$ cat config.mk
export PLATFORM = sky130hd
export DESIGN_NAME = dao_output_mux
export DESIGN_NICKNAME = d
export VERILOG_FILES = /design/src/core/dao_fifo.v /design/src/core/dao_output_mux.v
export VERILOG_INCLUDE_DIRS = /design/src /design/src/core
export SDC_FILE = /design/constraint.sdc
export NUM_CORES = 1
export LEC_CHECK = 0
export ABC_AREA = 0
export BUFFER_PORTS_ARGS = -buffer_cell sky130_fd_sc_hd__buf_4
export CAP_MARGIN = 40
export CORE_ASPECT_RATIO = 1.4
export CORE_UTILIZATION = 55
export DETAILED_ROUTE_END_ITERATION = 12
export PLACE_DENSITY = 0.72
export SYNTH_ARGS = -nofsm -noshare
export SYNTH_HDL_FRONTEND = slang
export SYNTH_SLANG_ARGS = --single-unit
export TNS_END_PERCENT = 50
$ cat constraint.sdc
create_clock -name MCLK -period 3.6 [get_ports MCLK]
set_clock_uncertainty 0.2 [all_clocks]
set_input_delay 0.36 -clock MCLK [delete_from_list [all_inputs] [get_ports MCLK]]
set_output_delay 0.36 -clock MCLK [all_outputs]
set_load 0.02 [all_outputs]
$ cat src/core/dao_consts.vh
// Constants for the dual converter output and power-mode block
`ifndef DAO_CONSTS_VH
`define DAO_CONSTS_VH

// =====================================================================
// Data format
`define DAO_CODE_WIDTH 8
`define DAO_OFFSET_FLIP 8'h80
`define DAO_BUS_RESET 8'h00

// =====================================================================
// Power modes, first select pin is the upper bit of the pair
`define DAO_MODE_SHUTDOWN 2'h0
`define DAO_MODE_STANDBY 2'h1
`define DAO_MODE_IDLE 2'h2
`define DAO_MODE_NORMAL 2'h3

// =====================================================================
// Pipeline delay in conversion-clock cycles and FIFO depth in entries
`define DAO_PIPE_STAGES 5
`define DAO_FIFO_DEPTH 16

`endif

$ cat src/core/dao_fifo.v
// Synchronous FIFO with valid/ready on both sides and a fill level
`timescale 1ns/1ps
`default_nettype none

module dao_fifo
#(
    parameter WIDTH = 16,
    parameter DEPTH = 16,
    parameter AW = 4
)
(
    // Clock and synchronous reset
    input wire clk,
    input wire rst_n,
    // Filling side
    input wire in_valid,
    output wire in_ready,
    input wire [WIDTH-1:0] in_data,
    // Draining side
    output wire out_valid,
    input wire out_ready,
    output wire [WIDTH-1:0] out_data,
    // Number of words held
    output wire [AW:0] level
);

    reg [WIDTH-1:0] mem [0:DEPTH-1];
    reg [AW-1:0] wr_ptr;
    reg [AW-1:0] rd_ptr;
    reg [AW:0] count;
    wire do_push;
    wire do_pop;

    // =================================================================
    // Handshake terms; a full FIFO still accepts when it pops the same cycle
    assign do_pop = out_valid & out_ready;
    assign do_push = in_valid & in_ready;
    assign in_ready = (count != DEPTH[AW:0]) | out_ready;
    assign out_valid = (count != {(AW+1){1'b0}});
    assign out_data = mem[rd_ptr];
    assign level = count;

    // Storage has no reset; only the pointers and fill count define what is valid
    always @(posedge clk)
    begin
        if (do_push)
            mem[wr_ptr] <= in_data;
    end

    // Pointers and fill count
    always @(posedge clk)
    begin
        if (!rst_n)
        begin
            wr_ptr <= {AW{1'b0}};
            rd_ptr <= {AW{1'b0}};
            count <= {(AW+1){1'b0}};
        end
        else
        begin
            if (do_push)
                wr_ptr <= (wr_ptr == DEPTH[AW-1:0] - 1'b1) ? {AW{1'b0}} : wr_ptr + 1'b1;
            if (do_pop)
                rd_ptr <= (rd_ptr == DEPTH[AW-1:0] - 1'b1) ? {AW{1'b0}} : rd_ptr + 1'b1;
            if (do_push & ~do_pop)
                count <= count + 1'b1;
            else if (do_pop & ~do_push)
                count <= count - 1'b1;
        end
    end

endmodule

`default_nettype wire

$ cat src/core/dao_output_mux.v
// Output multiplexer, offset-binary coding and power-mode control
// Operation
// - Results are 8-bit offset binary, MSB highest.
// - Zero gives 80, top FF, bottom 00.
// - Two select pins choose four power modes.
// - Shutdown: everything off, outputs high-impedance.
// - Standby: reference and clock on, outputs off.
// - Idle: converters on, bus and indicator released.
// - Normal: all powered, bus and indicator driven.
// - Re-enabled outputs first show the last word.
// - Both channels sampled on conversion clock rise.
// - First word on rise, second on fall.
// - Indicator high for first, low for second.
// - Latency five cycles first, five and half second.
`timescale 1ns/1ps
`default_nettype none
`include "dao_consts.vh"

module dao_output_mux
#(
    parameter CODE_WIDTH = `DAO_CODE_WIDTH,
    parameter PIPE_STAGES = `DAO_PIPE_STAGES,
    parameter FIFO_DEPTH = `DAO_FIFO_DEPTH
)
(
    // System clock and synchronous reset
    input wire MCLK,
    input wire RESETN,
    // Conversion clock pin, sampled as an ordinary input
    input wire CONVERSION_CLOCK,
    // Power mode select pins
    input wire POWER_SELECT_FIRST,
    input wire POWER_SELECT_SECOND,
    // Two's complement codes from the converter core, same clock domain
    input wire [CODE_WIDTH-1:0] FIRST_CHANNEL_CODE,
    input wire [CODE_WIDTH-1:0] SECOND_CHANNEL_CODE,
    // Result bus pins, enable active low
    output reg [CODE_WIDTH-1:0] CONVERSION_RESULT_BUS_O,
    output reg CONVERSION_RESULT_BUS_OE_N,
    // Channel indicator pin, enable active low
    output reg FIRST_CHANNEL_O,
    output reg FIRST_CHANNEL_OE_N,
    // Power switch controls for the analog sections
    output reg CONVERTER_POWER,
    output reg REFERENCE_POWER,
    output reg CLOCK_DIST_POWER
);

    localparam AW = 4;
    localparam PAIR_WIDTH = 2 * CODE_WIDTH;

    reg [1:0] conv_clk_sync;
    reg conv_clk_prev;
    reg [1:0] sel_first_sync;
    reg [1:0] sel_second_sync;
    reg [1:0] mode;
    reg [CODE_WIDTH-1:0] second_hold;
    reg second_pending;
    reg [CODE_WIDTH-1:0] last_word;
    wire conv_rise;
    wire conv_fall;
    wire [1:0] next_mode;
    wire converting;
    wire clocks_on;
    wire outputs_on;
    wire [CODE_WIDTH-1:0] first_offset;
    wire [CODE_WIDTH-1:0] second_offset;
    wire fifo_in_valid;
    wire fifo_in_ready;
    wire fifo_out_valid;
    wire fifo_out_ready;
    wire [PAIR_WIDTH-1:0] fifo_out_data;
    wire [AW:0] fifo_level;

    // =================================================================
    // Pin synchronisers
    // The conversion clock and both select pins pass two flops; the first stage feeds only the second
    always @(posedge MCLK)
    begin
        if (!RESETN)
        begin
            conv_clk_sync <= 2'h0;
            conv_clk_prev <= 1'b0;
            sel_first_sync <= 2'h0;
            sel_second_sync <= 2'h0;
        end
        else
        begin
            conv_clk_sync <= {conv_clk_sync[0], CONVERSION_CLOCK};
            conv_clk_prev <= conv_clk_sync[1];
            sel_first_sync <= {sel_first_sync[0], POWER_SELECT_FIRST};
            sel_second_sync <= {sel_second_sync[0], POWER_SELECT_SECOND};
        end
    end

    // Edge events of the conversion clock, one MCLK cycle each
    assign conv_rise = conv_clk_sync[1] & ~conv_clk_prev;
    assign conv_fall = ~conv_clk_sync[1] & conv_clk_prev;

    // =================================================================
    // Power mode decode
    // First select pin is the upper bit, second the lower
    assign next_mode = {sel_first_sync[1], sel_second_sync[1]};

    // Registered mode, shutdown out of reset so nothing is driven early
    always @(posedge MCLK)
    begin
        if (!RESETN)
            mode <= `DAO_MODE_SHUTDOWN;
        else
            mode <= next_mode;
    end

    // Section power per mode
    always @(posedge MCLK)
    begin
        if (!RESETN)
        begin
            CONVERTER_POWER <= 1'b0;
            REFERENCE_POWER <= 1'b0;
            CLOCK_DIST_POWER <= 1'b0;
        end
        else
        begin
            case (mode)
                `DAO_MODE_SHUTDOWN:
                begin
                    CONVERTER_POWER <= 1'b0;
                    REFERENCE_POWER <= 1'b0;
                    CLOCK_DIST_POWER <= 1'b0;
                end
                `DAO_MODE_STANDBY:
                begin
                    CONVERTER_POWER <= 1'b0;
                    REFERENCE_POWER <= 1'b1;
                    CLOCK_DIST_POWER <= 1'b1;
                end
                `DAO_MODE_IDLE:
                begin
                    CONVERTER_POWER <= 1'b1;
                    REFERENCE_POWER <= 1'b1;
                    CLOCK_DIST_POWER <= 1'b1;
                end
                default:
                begin
                    CONVERTER_POWER <= 1'b1;
                    REFERENCE_POWER <= 1'b1;
                    CLOCK_DIST_POWER <= 1'b1;
                end
            endcase
        end
    end

    // Pipeline only runs with powered converters; clock events need distribution
    assign converting = (mode == `DAO_MODE_IDLE) | (mode == `DAO_MODE_NORMAL);
    assign clocks_on = (mode != `DAO_MODE_SHUTDOWN);
    assign outputs_on = (mode == `DAO_MODE_NORMAL);

    // =================================================================
    // Sampling and coding
    // Offset binary is two's complement with the sign bit inverted
    assign first_offset = FIRST_CHANNEL_CODE ^ `DAO_OFFSET_FLIP;
    assign second_offset = SECOND_CHANNEL_CODE ^ `DAO_OFFSET_FLIP;

    // Both channels captured together on the rising event
    assign fifo_in_valid = conv_rise & converting;

    // Drain only once the pipeline is primed, so each pair waits its stages
    assign fifo_out_ready = conv_rise & converting &
                            (fifo_level >= PIPE_STAGES[AW:0]);

    // Delay line; in_ready low drops the captured pair if the drain is ever blocked
    dao_fifo #(
        .WIDTH(PAIR_WIDTH),
        .DEPTH(FIFO_DEPTH),
        .AW(AW)
    ) u_delay (
        .clk(MCLK),
        .rst_n(RESETN),
        .in_valid(fifo_in_valid & fifo_in_ready),
        .in_ready(fifo_in_ready),
        .in_data({first_offset, second_offset}),
        .out_valid(fifo_out_valid),
        .out_ready(fifo_out_ready),
        .out_data(fifo_out_data),
        .level(fifo_level)
    );

    // =================================================================
    // Output multiplexing
    // First word loads on the rise, its partner waits for the fall.
    // The bus register keeps updating in idle, so it always holds the
    // newest word; enabling the drivers then shows that word first.
    always @(posedge MCLK)
    begin
        if (!RESETN)
        begin
            last_word <= `DAO_BUS_RESET;
            second_hold <= `DAO_BUS_RESET;
            second_pending <= 1'b0;
        end
        else if (fifo_out_ready & fifo_out_valid)
        begin
            last_word <= fifo_out_data[PAIR_WIDTH-1:CODE_WIDTH];
            second_hold <= fifo_out_data[CODE_WIDTH-1:0];
            second_pending <= 1'b1;
        end
        else if (conv_fall & converting & second_pending)
        begin
            last_word <= second_hold;
            second_pending <= 1'b0;
        end
    end

    // Pin registers; last_word leads by one cycle, bus follows it exactly
    always @(posedge MCLK)
    begin
        if (!RESETN)
        begin
            CONVERSION_RESULT_BUS_O <= `DAO_BUS_RESET;
            FIRST_CHANNEL_O <= 1'b0;
        end
        else
        begin
            CONVERSION_RESULT_BUS_O <= last_word;
            if (clocks_on)
                FIRST_CHANNEL_O <= conv_clk_prev;
        end
    end

    // Drivers on only in normal mode; all other modes release both pins
    always @(posedge MCLK)
    begin
        if (!RESETN)
        begin
            CONVERSION_RESULT_BUS_OE_N <= 1'b1;
            FIRST_CHANNEL_OE_N <= 1'b1;
        end
        else
        begin
            CONVERSION_RESULT_BUS_OE_N <= ~outputs_on;
            FIRST_CHANNEL_OE_N <= ~outputs_on;
        end
    end

endmodule

`default_nettype wire

==> metrics.cfg <==
[outcome]
status=finished, final reports clean

[die]
rows=63
die_height_um=176.3
coreArea_sq_mm=0.02120
start_util=0.5632
dieArea_sq_mm=0.02231
ioPinCount=35
die_x_um=126.5

[logic_synthesis]
ys_ff_latch=311
syn_inst=599
yosysUniqueCellTypes=43
yosys_most_used_dff=edfxtp_1
ys_warn_count=0
syn_nets=630
syn_area_sq_mm=0.01194
seq_area_frac_synth=0.7360
synth_edf_count=256
syn_area_per_cell_sq_um=19.94
synthArstFlopShare=0

[timing]
worst-slew-pin-transition_ps=753.3
drv_slew=0
slew_headroom=0.4978
min_period_ps=3040
hold_violations=0
finalSetupViolations=0
period_share=0.8444
rsz0062_at_grt=false
hold_ws_ps=53.29
setup_tns_ps=0
fmax_ghz=0.3290

[global_routing]
grt_max_degree=55
grt_pass1_vias=6193
grt-ovfl-total=0
antenna_found_initial=0
grt_usage=0.2263
grt_pass1_wl_um=36670

[worst_setup_path]
start_kind=flop
critPathCaptureType=flop
cp-startpoint=u_delay.level[0]
crit_required_ps=3870
reg2reg_depth=10
worst_path_most_repeated_cell=mux2i_1
r2r-start=u_delay.level[0]
cp_max_fo=15
path_cells=o21a_1, o31a_4, inv_2, ha_1, inv_1, fa_1, a21o_1, a21oi_1, mux2i_1, mux2i_1
slowest_delay_ps=420
cp.arrival_ps=3310
reg2reg_slack_ps=560
critical_path_class=reg -> reg
critPathSlowestCell=fa_1
regToRegEndpoint=u_delay.level[4]
endpoint=u_delay.level[4]

[layout]
multiInputGateArea_sq_mm=0.002930
final_common_cell=edfxtp_1
final_cell_mix=edfxtp_1, mux4_2, buf_4
final_nets=703
antennaDiodeCount=0
fill_cells=1415
seq_area_sq_mm=0.008795
area_delta_synth_final_pct=13.96
drive_gt1_frac=0.2601

[placed_design]
gp_congestion=0.7723
post-dp-hpwl_um=14260
placement.io_buffers=34

[cts]
path_clk_slew_ps=70
cts_max_level=1
cts_buffers=28
cts_buffer_depth=3
clkSinkCount=311
cts_tree=built
insertion_delay_ps=540
cts-root-buf=clkbuf_16
post-cts-setup-buffers=0

[flow_run]
maxCapViolations=0

[power_and_ir_drop]
p_switching_uw=1292
p_comb_frac=0.013
p_clk_frac=0.428
p_int_uw=5664
p_seq_frac=0.560
swShare=0.1858
power_density_mw_per_mm2=511.2
ir_drop_uv=464.4
p_leak_uw=0.004450

[drt]
drtIter0Drc=535
vias_per_cell=6.054
postRouteAntennaNets=0
num_vias=5763
drt-total-wl_um=23960
drtPass1Iterations=4
wl_per_cell_um=25.17
drc=0

[hold_path]
hp-class=in -> reg
whs_path_depth=3

[Yosys cell counts (all sizes together), types with 8 or more instances]
cell	instances	area share
and2	39	0.020
clkbuf	8	0.0026
o21ai	13	0.0054
mux2i	35	0.029
o221ai	8	0.0059
a221oi	8	0.010
nand2	13	0.0041
ha	9	0.0094
edfxtp	256	0.64
mux2	8	0.0075
nand3	11	0.0046
buf	22	0.014
dfxtp	55	0.092
mux4	64	0.12
[routing by layer]
layer / vias up / track usage / wire length, um
met3: 55 / 0.03061 / 1273
li1: 2545 / - / -
met2: 183 / 0.4012 / 12710
met1: 2980 / 0.2818 / 9103
met5: - / 0 / 0
met4: 0 / 0.09086 / 869
[registers in the layout, indices dropped and copies added (netlist names), named ones only]
register,flops
sel_first_sync,2
conv_clk_sync,2
mode,2
FIRST_CHANNEL_O,1
FIRST_CHANNEL_OE_N,1
u_delay.rd_ptr,4
CONVERSION_RESULT_BUS_O,8
u_delay.mem,256
u_delay.wr_ptr,4
second_pending,1
CLOCK_DIST_POWER,1
second_hold,8
last_word,8
sel_second_sync,2
conv_clk_prev,1
u_delay.level,5
CONVERTER_POWER,1
[worst min-delay path by stage]
stage / from / to / slack [ps]
floorplan: mode[0] / FIRST_CHANNEL_OE_N / 170
global placement: mode[0] / FIRST_CHANNEL_OE_N / 190
detailed placement: mode[0] / FIRST_CHANNEL_OE_N / 180
CTS: RESETN / u_delay.wr_ptr[0] / 40
global route: RESETN / u_delay.wr_ptr[0] / 90
finish: RESETN / u_delay.wr_ptr[0] / 50
[what timing repair did]
| action | 4_1_cts | 5_1_grt |
|---|---|---|
| resized for setup | 0 | 0 |
| hold buffers | 17 | 0 |
| hold endpoints to repair | 227 | 0 |
[kinds of logic after synthesis]
logic type,after synthesis,synth area share
and+or+nand+nor,82,0.03960
adders and majority gates,10,0.01111
DFF,311,0.7360
xor gates and xnor gates,6,0.004401
muxes,107,0.1582
buffers and inverters,37,0.01865
AOI/OAI and AO/OA,46,0.03206
[layout make-up]
| cell class | count | area share |
|---|---|---|
| timing repair buffer | 73 | 0.04524 |
| clock inverter | 18 | 0.01306 |
| tap | 260 | 0.02391 |
| inverter | 7 | 0.002023 |
| clock buffer | 32 | 0.05416 |
| sequential | 311 | 0.6463 |
| multi-input combinational | 251 | 0.2153 |
[power by group through the flow]
stage | clock network, uW | registers, uW | logic [uW]
4_1_cts | 3020 | 3890 | 89.4
3_5_place_dp | 0 | 3970 | 74.5
6_report | 2970 | 3890 | 88.5
5_1_grt | 3160 | 3890 | 97.5
3_3_place_gp | 0 | 3970 | 67.7
2_1_floorplan | 0 | 3970 | 20.4
[critical path, delay by kind of cell, from the launching register on]
kind,cells,cell delay (ps)
buffers and inverters,2,330
adder cells (fa/ha/maj),2,630
AO/OA/AOI/OAI,4,970
multiplexers,2,480
flip-flops,1,360
[stage by stage]
stage / power [uW] / util / instances / worst slack (ps) / cell area [sq um]
finish: 6956 / 0.6418 / 952 / 560.2 / 13610
global placement: 4038 / 0.5906 / 885 / 747.5 / 12520
CTS: 7002 / 0.6418 / 952 / 555.1 / 13610
global route: 7145 / 0.6418 / 952 / 390.7 / 13610
detailed placement: 4045 / 0.5906 / 885 / 582.3 / 12520
floorplan: 3994 / - / 599 / 846.9 / 11940
Note: power is estimated with default switching activity, not from simulation.
